===== src/mon_pkg.sv =====
// package: constants and carrier types for the monitor status flags
package mon_pkg;

    // ------------------------------------------------------------
    // register map
    // ------------------------------------------------------------
    localparam logic [7:0] MON_ADDR_STAT_ONE = 8'h41;
    localparam logic [7:0] MON_ADDR_STAT_TWO = 8'h42;
    localparam logic [7:0] MON_STAT_RESET = 8'h00;
    localparam logic [7:0] MON_UNMAPPED_DATA = 8'h00;

    // ------------------------------------------------------------
    // field positions
    // ------------------------------------------------------------
    localparam int MON_S1_VOLT_LSB = 0;
    localparam int MON_S1_TEMP_LSB = 4;
    localparam int MON_S1_SUMMARY = 7;
    localparam int MON_S2_CODE = 0;
    localparam int MON_S2_OVT = 1;
    localparam int MON_S2_FAN_LSB = 2;
    localparam int MON_S2_FAN4 = 5;
    localparam int MON_S2_DIODE_LSB = 6;
    localparam int MON_TWELVE_IDX = 4;

    // ------------------------------------------------------------
    // timing
    // ------------------------------------------------------------
    localparam int MON_CLK_PERIOD_NS = 25;
    localparam int MON_CODE_WINDOW_NS = 11000;
    localparam int MON_CODE_WINDOW_CYC =
        (MON_CODE_WINDOW_NS + MON_CLK_PERIOD_NS - 1) / MON_CLK_PERIOD_NS;
    localparam int MON_CODE_CNT_W = 9;
    localparam int MON_TICK_CNT_W = 16;
    localparam int MON_ACC_W = 9;

    // ------------------------------------------------------------
    // carriers
    // ------------------------------------------------------------
    typedef struct packed {
        logic [4:0][7:0] volt;
        logic [4:0][7:0] volt_lo;
        logic [4:0][7:0] volt_hi;
        logic [2:0][7:0] temp;
        logic [2:0][7:0] temp_lo;
        logic [2:0][7:0] temp_hi;
        logic [3:0][15:0] fan_tachometer;
        logic [3:0][15:0] fan_tachometer_min;
    } mon_meas_t;

    typedef struct packed {
        logic [6:0] stat1;
        logic [7:0] stat2;
        logic [5:0] code_snap;
        logic code_snap_ok;
        logic [MON_CODE_CNT_W-1:0] code_cnt;
        logic [MON_TICK_CNT_W-1:0] tick_cnt;
        logic [MON_ACC_W-1:0] alert_acc;
        logic [7:0] rd_data;
        logic rd_valid;
        logic alert_n;
    } mon_state_t;

endpackage


===== src/mon_limit_cmp.sv =====
// limit comparator: strict high test, inclusive low test
`timescale 1ns/1ps
`default_nettype none
module mon_limit_cmp #(
    parameter int W = 8,
    parameter bit SIGNED_CMP = 1'b0,
    parameter bit USE_LOW = 1'b1
) (
    // operands
    input wire logic [W-1:0] value,
    input wire logic [W-1:0] lo,
    input wire logic [W-1:0] hi,
    // result
    output logic viol
);
    logic gt_hi;
    logic le_lo;

    generate
        if (SIGNED_CMP) begin : g_signed
            assign gt_hi = $signed(value) > $signed(hi);
            assign le_lo = $signed(value) <= $signed(lo);
        end else begin : g_unsigned
            assign gt_hi = value > hi;
            assign le_lo = value <= lo;
        end
    endgenerate

    // fan periods only have an upper bound, so the low test is dropped
    assign viol = gt_hi | (USE_LOW & le_lo);
endmodule
`default_nettype wire


===== src/mon_status_flags.sv =====
// status flag registers of the hardware monitor with read-to-clear
`timescale 1ns/1ps
`default_nettype none

// Summary of operation
// status one bits 0-3 flag voltage limits
// status one bits 4-6 flag temperature limits
// flags stick; read clears once cause gone
// status one bit 7 ORs status two
// host may poll only the summary bit
// status two bit 0 flags twelve volt limits
// select one: bit 0 flags code change
// code change flag drives the bus alert
// overtemp flag clears after hysteresis recovery
// status two bits 2-4 flag slow fans
// fan flags held clear while drive off
// bit 5 fan four, gated by drive three
// timer mode: bit 5 flags alert time limit
// bits 6-7 flag diode open or short
// both registers reset zero, read only
// high violation only when strictly above limit
// low violation when at or below limit
// fan slow when period exceeds minimum limit
// select one gives pin code role
// clearing read returns values before clear
module mon_status_flags
    import mon_pkg::*;
#(
    parameter int ALERT_TICK_CYCLES = 40
) (
    // clock and reset
    input wire logic sys_clk,
    input wire logic sys_rst,
    // measurements and limits
    input wire mon_pkg::mon_meas_t meas,
    input wire logic thermal_alert_pin_exceed,
    input wire logic thermal_alert_pin_recovered,
    input wire logic [1:0] diode_fault,
    input wire logic [2:0] fan_drive_on,
    // pin roles and codes
    input wire logic shared_pin_role_select,
    input wire logic [5:0] processor_voltage_code,
    input wire logic timer_pin_mode,
    input wire logic thermal_alert_pin,
    input wire logic [7:0] alert_time_limit,
    // register read port
    input wire logic rd_en,
    input wire logic [7:0] rd_addr,
    output logic [7:0] rd_data_ff,
    output logic rd_valid_ff,
    // alert
    output logic bus_alert_n_ff
);
    import mon_pkg::*;

    generate
        if (ALERT_TICK_CYCLES < 1 ||
            ALERT_TICK_CYCLES >= (1 << MON_TICK_CNT_W)) begin : g_chk
            $error("ALERT_TICK_CYCLES out of range");
        end
    endgenerate

    localparam logic [MON_TICK_CNT_W-1:0] TICK_LAST =
        MON_TICK_CNT_W'(ALERT_TICK_CYCLES - 1);
    localparam logic [MON_CODE_CNT_W-1:0] CODE_LAST =
        MON_CODE_CNT_W'(MON_CODE_WINDOW_CYC - 1);
    localparam logic [MON_ACC_W-1:0] ACC_MAX = '1;

    mon_state_t st_ff;
    mon_state_t nxt_st;
    logic [4:0] volt_viol;
    logic [2:0] temp_viol;
    logic [3:0] fan_viol;

    // ------------------------------------------------------------
    // comparators
    // ------------------------------------------------------------
    genvar gi;
    generate
        for (gi = 0; gi < 5; gi++) begin : g_volt
            mon_limit_cmp #(.W(8), .SIGNED_CMP(1'b0), .USE_LOW(1'b1))
            u_cmp (
                .value(meas.volt[gi]),
                .lo(meas.volt_lo[gi]),
                .hi(meas.volt_hi[gi]),
                .viol(volt_viol[gi])
            );
        end
        for (gi = 0; gi < 3; gi++) begin : g_temp
            mon_limit_cmp #(.W(8), .SIGNED_CMP(1'b1), .USE_LOW(1'b1))
            u_cmp (
                .value(meas.temp[gi]),
                .lo(meas.temp_lo[gi]),
                .hi(meas.temp_hi[gi]),
                .viol(temp_viol[gi])
            );
        end
        for (gi = 0; gi < 4; gi++) begin : g_fan
            mon_limit_cmp #(.W(16), .SIGNED_CMP(1'b0), .USE_LOW(1'b0))
            u_cmp (
                .value(meas.fan_tachometer[gi]),
                .lo(16'h0000),
                .hi(meas.fan_tachometer_min[gi]),
                .viol(fan_viol[gi])
            );
        end
    endgenerate

    // ------------------------------------------------------------
    // next state
    // ------------------------------------------------------------
    logic rd_one;
    logic rd_two;
    logic code_event;
    logic timer_over;
    logic [6:0] set1;
    logic [7:0] set2;
    logic [7:0] keep2;

    always_comb begin
        nxt_st = st_ff;
        rd_one = 1'b0;
        rd_two = 1'b0;
        if (rd_en && rd_addr == MON_ADDR_STAT_ONE) begin
            rd_one = 1'b1;
        end else if (rd_en && rd_addr == MON_ADDR_STAT_TWO) begin
            rd_two = 1'b1;
        end

        // code sampling window; the first window only arms the snapshot
        // a code that flips and returns inside one window goes unseen
        code_event = 1'b0;
        if (st_ff.code_cnt == CODE_LAST) begin
            nxt_st.code_cnt = '0;
            nxt_st.code_snap = processor_voltage_code;
            nxt_st.code_snap_ok = 1'b1;
            code_event = shared_pin_role_select && st_ff.code_snap_ok &&
                (processor_voltage_code != st_ff.code_snap);
        end else begin
            nxt_st.code_cnt = st_ff.code_cnt + 1'b1;
        end

        // alert assertion time, in ticks, saturating
        // tick length is a parameter: the true unit is not fixed here
        if (timer_pin_mode && thermal_alert_pin) begin
            if (st_ff.tick_cnt == TICK_LAST) begin
                nxt_st.tick_cnt = '0;
                if (st_ff.alert_acc != ACC_MAX) begin
                    nxt_st.alert_acc = st_ff.alert_acc + 1'b1;
                end
            end else begin
                nxt_st.tick_cnt = st_ff.tick_cnt + 1'b1;
            end
        end
        timer_over = st_ff.alert_acc > {1'b0, alert_time_limit};
        // reading status two restarts the accumulation
        if (rd_two) begin
            nxt_st.tick_cnt = '0;
            nxt_st.alert_acc = '0;
        end

        // a present cause re-sets the flag even in a clearing read
        set1[3:0] = volt_viol[3:0];
        set1[6:4] = temp_viol;
        nxt_st.stat1 = set1 | (st_ff.stat1 & ~{7{rd_one}});

        if (shared_pin_role_select) begin
            set2[MON_S2_CODE] = code_event;
        end else begin
            set2[MON_S2_CODE] = volt_viol[MON_TWELVE_IDX];
        end
        set2[MON_S2_OVT] = thermal_alert_pin_exceed;
        set2[4:2] = fan_viol[2:0] & fan_drive_on;
        if (timer_pin_mode) begin
            set2[MON_S2_FAN4] = timer_over;
        end else begin
            set2[MON_S2_FAN4] = fan_viol[3] & fan_drive_on[2];
        end
        set2[7:6] = diode_fault;

        keep2 = ~{8{rd_two}};
        // overtemp survives a read until below limit minus hysteresis
        keep2[MON_S2_OVT] = ~rd_two | ~thermal_alert_pin_recovered;
        nxt_st.stat2 = set2 | (st_ff.stat2 & keep2);

        // read data captured from the flags before this clear
        nxt_st.rd_valid = rd_en;
        if (rd_one) begin
            nxt_st.rd_data = {|st_ff.stat2, st_ff.stat1};
        end else if (rd_two) begin
            nxt_st.rd_data = st_ff.stat2;
        end else begin
            nxt_st.rd_data = MON_UNMAPPED_DATA;
        end

        nxt_st.alert_n = ~(|nxt_st.stat1 | |nxt_st.stat2);
    end

    // ------------------------------------------------------------
    // state register
    // ------------------------------------------------------------
    always_ff @(posedge sys_clk or posedge sys_rst) begin
        if (sys_rst) begin
            st_ff <= '0;
            st_ff.stat1 <= MON_STAT_RESET[6:0];
            st_ff.stat2 <= MON_STAT_RESET;
            st_ff.rd_data <= MON_UNMAPPED_DATA;
            st_ff.alert_n <= 1'b1;
        end else begin
            st_ff <= nxt_st;
        end
    end

    assign rd_data_ff = st_ff.rd_data;
    assign rd_valid_ff = st_ff.rd_valid;
    assign bus_alert_n_ff = st_ff.alert_n;
endmodule
`default_nettype wire


===== config.mk =====
export PLATFORM = sky130hd
export DESIGN_NAME = mon_status_flags
export DESIGN_NICKNAME = d
export VERILOG_FILES = /design/src/mon_pkg.sv /design/src/mon_limit_cmp.sv /design/src/mon_status_flags.sv
export SDC_FILE = /design/constraint.sdc
export NUM_CORES = 1
export LEC_CHECK = 0
export BUFFER_PORTS_ARGS = -buffer_cell sky130_fd_sc_hd__buf_4
export CORE_ASPECT_RATIO = 1.25
export CORE_MARGIN = 3
export CORE_UTILIZATION = 35
export CTS_BUF_LIST = sky130_fd_sc_hd__clkbuf_16
export CTS_CLUSTER_DIAMETER = 50
export DETAILED_ROUTE_END_ITERATION = 6
export PLACE_DENSITY = 0.68
export SLEW_MARGIN = 20
export SYNTH_ARGS = -nofsm -noshare
export SYNTH_HDL_FRONTEND = slang
export SYNTH_SLANG_ARGS = --single-unit

===== constraint.sdc =====
create_clock -name sys_clk -period 2.5 [get_ports sys_clk]
set_clock_uncertainty 0.15 [all_clocks]
set_input_delay 0.125 -clock sys_clk [delete_from_list [all_inputs] [get_ports sys_clk]]
set_output_delay 0.125 -clock sys_clk [all_outputs]
set_load 0.02 [all_outputs]

# --- Word-level counts from Yosys, hierarchy flattened ---
# Cells that the tools add are included.
# Widths: inputs -> output; s select.
totals:
  inputBits: 355
  mem_bits_ro: 0
  n_memories: 0
  latch_bits: 0
  ram_bits: 0
  register_bits: 66
  out_inout_bits: 10
  elab_cells: 87
classes:
  magnitude_cmp: 21
  n_reduce_logical: 12
  div: 0
  addsub: 3
  muxes: 14
  shifts: 0
  n_mul: 0
  n_eq_ne: 6
  n_bitwise: 21
ops:
  columns: ["cell", "count"]
  rows:
  - ["$gt 16x16->1", 4]
  - ["$gt 8x8->1", 8]
  - ["$le 8x8->1", 8]
  - ["$mux 25", 2]
  - ["$mux 9", 3]
  - ["$add 9x1->9 const B", 2]
  - ["$add 16x1->16 const B", 1]
  - ["$eq 16x6->1 const B", 1]
  - ["$eq 8x7->1 const B", 2]
  - ["$mux 16", 1]
  - ["$mux 8", 2]
  - ["$reduce_or 8->1", 2]
  - ["$or 1x1->1", 10]
  - ["$eq 9x9->1 const B", 1]
  - ["$gt 9x8->1", 1]
  - ["$ne 9x9->1 const B", 1]
  - ["$and 8x8->8", 1]
  - ["$not 8->8", 1]
  - ["$or 8x8->8", 1]
  - ["$and 7x7->7", 1]
  - ["$not 7->7", 1]
  - ["$or 7x7->7", 1]
  - ["$reduce_or 7->1", 1]
  - ["$mux 1", 6]
  - ["7 further kinds", 15]

# --- Depth between registers and ports, before layout ---
# Gate-level depths: netlist (run 1).
logic_depth:
  ltp_word: 11
  ltp_mapped: 10

# --- Modules after synthesis ---
# A second synthesis (run 1) with hierarchy kept.
unflattened:
  hier_cells: 1016
  hier_area_um2: 8419.3
by_module_without_submodules:
  columns: ["module", "area_each_um2", "cells_per_inst", "n_inst"]
  rows:
  - ["mon_status_flags", 3494.6, 342, 1]
  - ["mon_limit_cmp (g_volt[0].u_cmp ...)", 406.6, 54, 5]
  - ["mon_limit_cmp (g_fan[0].u_cmp ...)", 406.6, 56, 4]
  - ["mon_limit_cmp (g_temp[0].u_cmp ...)", 421.7, 60, 3]

# --- Worst setup path before layout (run 1) ---
# No wires, ideal clock.
synth_path:
  path_type: "reg-to-reg"
  startpoint: "register st_ff[19] (netlist name)"
  endpoint: "register st_ff[17] (netlist name)"
  path_buffers: 2
  stages_incl_launch_ff: 11
  slack_ps: 131
  setup_ps: 78
  arrival_ps: 2141
  t_required_ps: 2272
  path_cell_list: "dfrtp_1 ha_1 buf_2 nor4b_1 nand4_1 o21ai_1 and2_1 buf_2 nand4_1 or3_1 a21oi_1"
synth_via:
  elab_chain_cells: 3
synth_lines:
  columns: ["element", "line", "rtl"]
  rows:
  - ["start, declared", "mon_status_flags.sv:69", "mon_state_t st_ff;"]
  - ["start signal, assigned", "mon_status_flags.sv:210", "st_ff <= nxt_st;"]
  - ["$eq 16x6->1", "mon_status_flags.sv:146", "if (st_ff.tick_cnt == TICK_LAST) begin"]
  - ["$reduce_bool 2->1 (no source line)", null, null]
  - ["$reduce_and 3->1 (no source line)", null, null]
# No other way between the ends.
# A chain may end at the register's enable or synchronous reset.

# --- Final worst setup path (run 1) ---
# Same ends and word-level chain as after synthesis.

==> results of run 1 <==
[stage by stage]
step | std cells | cell area, µm²
after floorplan | 983 | 8080
after global placement | 1645 | 11330
after detailed placement | 1645 | 11330
after CTS | 1674 | 11740
after global routing | 1674 | 11760
final | 1674 | 11760
[final cells by class]
cell class | instances | area, µm²
flip-flops and latches | 66 | 1653
clock buffers | 9 | 225.2
fillers | 2146 | 10680
inverters | 205 | 769.5
well taps | 283 | 354.1
repair buffers | 408 | 3120
multi-input cells | 696 | 5583
clock inverters | 7 | 52.55
[where the power goes]
| part | internal [µW] | total [µW] | switching (µW) | leakage (µW) |
|---|---|---|---|---|
| sequential | 1110 | 1160 | 52.5 | 0.000813 |
| combinational | 779 | 1380 | 602 | 0.00567 |
| clock | 749 | 1180 | 431 | 0.000142 |
[state kept, by name, indices dropped and copies added (netlist names)]
register,cells
bus_alert_n_ff,1
rd_valid_ff,1
st_ff,56
rd_data_ff,8
[Yosys cell counts, drive strengths merged, types with 2 or more instances]
cell type | n | area share [%]
a2111o | 2 | 0.28
a2111oi | 4 | 0.43
a211oi | 4 | 0.37
a21o | 16 | 1.5
a21oi | 79 | 4.9
a221o | 2 | 0.25
a221oi | 5 | 0.54
a22o | 8 | 0.87
a31oi | 4 | 0.31
a32o | 2 | 0.25
a41oi | 2 | 0.22
and2 | 2 | 0.15
and3 | 2 | 0.15
and4 | 7 | 0.76
and4b | 2 | 0.25
buf | 10 | 0.87
clkbuf | 6 | 0.28
dfrtp | 65 | 20
ha | 204 | 32
inv | 205 | 9.5
mux2 | 6 | 0.84
nand2 | 53 | 2.5
nand2b | 5 | 0.39
nand3 | 31 | 2.0
nand4 | 44 | 3.5
nand4b | 4 | 0.51
nor2 | 44 | 2.0
nor2b | 23 | 1.8
nor3 | 8 | 0.70
nor3b | 5 | 0.46
nor4 | 5 | 0.46
nor4b | 3 | 0.33
o211ai | 14 | 1.3
o21a | 7 | 0.65
o21ai | 36 | 2.2
o21bai | 2 | 0.19
o221ai | 4 | 0.43
o31ai | 3 | 0.28
or2 | 6 | 0.46
or3 | 6 | 0.46
or4 | 5 | 0.51
or4b | 3 | 0.37
xnor2 | 5 | 0.54
xor2 | 20 | 2.2
[kinds of logic (layout without fill, tap and decap cells)]
kind of cell	count (synthesis)	in the layout	synth area share, %
simple gates	259	259	17.93
buf+inv	221	629	10.67
fa+ha+maj	204	204	31.59
compound gates	202	202	15.81
flops	66	66	20.46
xor+xnor	25	25	2.710
mux	6	6	0.8361
[worst min-delay path by stage]
| stage | startpoint | end | slack [ns] |
|---|---|---|---|
| 3_3_place_gp | sys_rst | st_ff[49] | 0.01 |
| 2_1_floorplan | rd_en | rd_valid_ff | 0.006 |
| 3_5_place_dp | sys_rst | st_ff[49] | 0.01 |
| 6_report | thermal_alert_pin_recovered | st_ff[52] | 0.03 |
| 5_1_grt | thermal_alert_pin_recovered | st_ff[52] | 0.04 |
| 4_1_cts | thermal_alert_pin_recovered | st_ff[52] | 0.008 |
[metal layers]
metal | routed length [µm] | vias to the layer above
li1 | - | 4265
met1 | 9583 | 3832
met2 | 13350 | 318
met3 | 2062 | 53
met4 | 1044 | 0
met5 | 0 | -
[repair_timing]
action	4_1_cts	5_1_grt
endpoints found under the hold margin	29	0
gates resized for setup	0	3
hold buffers	13	0
endpoints found under the setup margin	0	3
[cell usage in the layout, fill, tap and decap left out, types with 6 or more instances in the layout]
| cell | count |
|---|---|
| a22o_1 | 8 |
| dlygate4sd3_1 | 13 |
| nand3_1 | 30 |
| inv_1 | 206 |
| nor2b_1 | 23 |
| or2_2 | 6 |
| nand4_1 | 43 |
| mux2_2 | 6 |
| ha_1 | 204 |
| xor2_1 | 20 |
| nor2_1 | 44 |
| o211ai_1 | 14 |
| o21a_1 | 7 |
| nand2_1 | 53 |
| o21ai_0 | 33 |
| buf_4 | 393 |
| and4_1 | 7 |
| a21oi_1 | 79 |
| or3_1 | 6 |
| clkbuf_16 | 9 |
| nor3_1 | 6 |
| dfrtp_1 | 65 |
| a21o_1 | 16 |
[tightest hold or removal path: cells and delay by family]
kind | cells | cell delay (ns)
buf+inv | 2 | 0.14
simple gates | 1 | 0.09
compound gates | 1 | 0.10
==> flow_metrics.tcl, run 1 <==
set metrics [dict create \
    final-hold-violation-count 0 \
    wl_mm 26.04 \
    layout-drive-gt1-share_pct 30.91 \
    final_util_pct 52.40 \
    numClockSinks 66 \
    tightest_slew_ns 0.4783 \
    synth_edf_count 0 \
    path_class "register to register" \
    area_growth_pct 45.51 \
    fin_crit_sh_pct 92.05 \
    hold_slack_ns 0.02560 \
    numPortBuffers 364 \
    leakage_uw 0.006625 \
    critPathMaxFanout 5 \
    rows 61 \
    clk_latency_ns 0.33 \
    rrSetupSlack_ns 0.20 \
    power.density_nw_per_um2 316.6 \
    critPathSlowestCell "or3_1" \
    diodes 0 \
    root_buffer "clkbuf_16" \
    drc 0 \
    syn_area_um2 8080 \
    cts_made_buffers 9 \
    slowest_delay_ns 0.38 \
    setup_ws_ns 0.1987 \
    dp_hpwl_mm 23.40 \
    grt_start_max_net_pins 29 \
    required_ns 2.61 \
    synth_cell_types 63 \
    met3_usage_pct 4.766 \
    syn_area_per_cell_um2 8.220 \
    busiest_layer "met2" \
    grt_pass1_vias 8706 \
    cp.depth 8 \
    vdd_drop_max_mv 0.3796 \
    viasPerCell 5.059 \
    dieWidth_um 141.9 \
    worst_r2r_startpoint "st_ff[19]" \
    hold_path_depth 4 \
    cp-end-kind "register" \
    crit_top_cell "nand4_1" \
    synth_ff_type "dfrtp_1" \
    clkTransAtPathRegs_ns 0.05 \
    worst-r2r-cell-count 8 \
    reg2reg_to "st_ff[17]" \
    fp.dieH_um 175.9 \
    crit_path_start_kind "register" \
    clock_path_buffers 2 \
    cts_setup_buffers 0 \
    syn_inst 983 \
    drtIter0Drc 236 \
    vias 8468 \
    crit_family "simple AND/OR/NAND/NOR gates" \
    fin_nets 1945 \
    grt_usage_pct 19.99 \
    yosysWarnings 0 \
    hp-class "primary input to register" \
    ys_seq_elements 66 \
    post-route-min-period_ns 2.301 \
    seq_area_frac_synth_pct 20.46 \
    slew_headroom_pct 68.11 \
    grt.met2_usage_pct 37.62 \
    drt-wirelength-per-cell_um 15.55 \
    pin_count 365 \
    ant_nets 0 \
    cp-endpoint "st_ff[17]" \
    cp_data_arrival_time_ns 2.41 \
    fin_total_pwr_uw 3722 \
    cts_tree "done" \
    htreeDepth 3 \
    setup_viol 0 \
    ys_async_sr_fraction_pct 100.0 \
    grt_use_met1_pct 21.01 \
    slew_viol_final 0 \
    clock.fmax_mhz 434.5 \
    setup-tns-final_ns 0 \
    die-area_um2 24960 \
    core-area_um2 22440 \
    grt_pass1_wl_mm 40.26 \
    path_cells "ha_1 > nor4b_2 > nand4_1 > o21ai_1 > and2_1 > nand4_1 > or3_1 > a21oi_1" \
    antenna_found_initial 0 \
    startpoint "st_ff[19]" \
    start_util_pct 36.01 \
    dpl_worst_slack_ns -0.1114 \
    outcome "complete, no violations" \
    maxCapViolCount 0 \
    place_congestion 0.9105 \
    first_pass_iters 4 \
    overflow 0 \
    cp_num_buf_inv 0 \
    synthesis.nets 1542 \
]
No activity file was read; power rests on OpenSTA's default activity.
==> run 2, diff against run 1 <==
--- a/config.mk
+++ b/config.mk
@@ -6,13 +6,13 @@
 export NUM_CORES = 1
 export LEC_CHECK = 0
 export BUFFER_PORTS_ARGS = -buffer_cell sky130_fd_sc_hd__buf_4
-export CORE_ASPECT_RATIO = 1.25
 export CORE_MARGIN = 3
-export CORE_UTILIZATION = 35
+export CORE_UTILIZATION = 44
 export CTS_BUF_LIST = sky130_fd_sc_hd__clkbuf_16
 export CTS_CLUSTER_DIAMETER = 50
 export DETAILED_ROUTE_END_ITERATION = 6
-export PLACE_DENSITY = 0.68
+export PLACE_DENSITY = 0.82
+export SKIP_CTS_REPAIR_TIMING = 1
 export SLEW_MARGIN = 20
 export SYNTH_ARGS = -nofsm -noshare
 export SYNTH_HDL_FRONTEND = slang
==> run 2 against run 1 <==
Non-clock buffer count fell by 8. Fmax fell by 2.0%. Critical path depth did not move. Routed wire length increased by 1.1%. Clock-buffer cell count is the same. Via count down 0.12%. Critical path type unchanged. Largest power group unchanged. Highest routed layer unchanged.
==> flow_metrics.tcl, run 2 (synthesized netlist as in run 1, its figures left out) <==
set metrics [dict create \
    cts_tree "done" \
    outcome "complete, no violations" \
    die-area_um2 20030 \
    required_ns 2.62 \
    clock.fmax_mhz 425.7 \
    clock_path_buffers 2 \
    grt_usage_pct 25.16 \
    pin_count 365 \
    viasPerCell 5.263 \
    layout_common_cells "386 x buf_4, 205 x inv_1, 204 x ha_1" \
    maxCapViolCount 0 \
    place_congestion 0.9222 \
    hp-class "primary input to register" \
    mostFrequentLayoutCell "buf_4" \
    overflow 0 \
    drt-wirelength-per-cell_um 16.38 \
    largest_reg_flops 56 \
    cp_num_buf_inv 0 \
    final_util_pct 65.73 \
    diodes 0 \
    crit_top_cell "a21oi_1" \
    ant_nets 0 \
    critPathSlowestCell "dfrtp_1" \
    path_cells "ha_1 > o21ai_0 > a21oi_1 > o31ai_1 > a21oi_1 > a221o_1 > nor4_2 > o2111a_1" \
    grt_pass1_wl_mm 40.61 \
    power.density_nw_per_um2 319.0 \
    critPathMaxFanout 2 \
    htreeDepth 3 \
    final-instance-count-excl-fill 1607 \
    cts_made_buffers 9 \
    clk_latency_ns 0.33 \
    final-hold-violation-count 0 \
    hold_slack_ns 0.01739 \
    grt_setup_unrepaired "no" \
    top_register "st_ff" \
    fin_crit_sh_pct 93.97 \
    dp_hpwl_mm 23.41 \
    fp.dieH_um 141.5 \
    first_pass_iters 5 \
    area_growth_pct 43.64 \
    vdd_drop_max_mv 0.3244 \
    slew_viol_final 0 \
    cp_data_arrival_time_ns 2.47 \
    clkTransAtPathRegs_ns 0.05 \
    tightest_slew_ns 0.7204 \
    start_util_pct 45.76 \
    cp-end-kind "register" \
    layout-drive-gt1-share_pct 30.54 \
    core-area_um2 17660 \
    place_inst 1579 \
    grt_start_max_net_pins 33 \
    post-route-min-period_ns 2.349 \
    rows 48 \
    vias 8458 \
    fin_nets 1937 \
    dieWidth_um 141.5 \
    numPortBuffers 364 \
    crit_family "compound AO/OA/AOI/OAI gates" \
    crit_path_start_kind "register" \
    slowest_delay_ns 0.38 \
    setup_viol 0 \
    wl_mm 26.33 \
    numClockSinks 66 \
    path_class "register to register" \
    slew_headroom_pct 51.90 \
    grt_pass1_vias 8736 \
    drtIter0Drc 254 \
    drc 0 \
    leakage_uw 0.006576 \
    fin_total_pwr_uw 3703 \
    antenna_found_initial 0 \
    root_buffer "clkbuf_16" \
]
## run 2: final cells by class
class	instances	area, µm²
fillers	1492	6051
multi-input cells	696	5579
repair buffers	400	3048
flip-flops and latches	66	1653
inverters	205	769.5
well taps	225	281.5
clock buffers	9	225.2
clock inverters	6	50.05
## run 2: worst reg2reg max path, stage by stage, from the launching register on
cell and delay (ns):
dfrtp_1 0.38, ha_1 0.29, o21ai_0 0.19, a21oi_1 0.07, o31ai_1 0.21, a21oi_1 0.14, a221o_1 0.34, nor4_2 0.29
o2111a_1 0.22
## run 2: report_power, final
part,switching [µW],internal (µW)
logic,596,764
registers,58.6,1110
clock network,427,749
## run 2: per-layer routing
layer  vias up  routed length, µm  track usage (%)
met3        54               1787            6.303
met4         0                841            9.646
li1       4261                  -                -
met1      3863              10130            27.22
met2       280              13570            46.95
met5         -                  0                0
## run 2: worst paths after layout
| kind | startpoint | endpoint | slack [ns] | depth (start not counted) |
|---|---|---|---|---|
| max | st_ff[12] | bus_alert_n_ff | 0.15 | 8 |
| min | thermal_alert_pin_recovered | st_ff[52] | 0.02 | 4 |
| max reg2reg | st_ff[12] | bus_alert_n_ff | 0.15 | 8 |
| min reg2reg | st_ff[44] | st_ff[44] | 0.33 | 1 |
| max in group asynchronous | sys_rst | st_ff[13] | 1.26 | 4 |
| min in group asynchronous | sys_rst | st_ff[48] | 0.33 | 3 |
## run 2: metrics by stage
step	worst slack [ns]	TNS [ns]	cell area [µm²]
finish	0.1508	0	11610
global route	0.01375	0	11610
CTS	0.1280	0	11460
detailed placement	-0.1947	-0.1947	11190
global placement	-0.1483	-0.1483	11190
floorplan	0.1305	0	8080
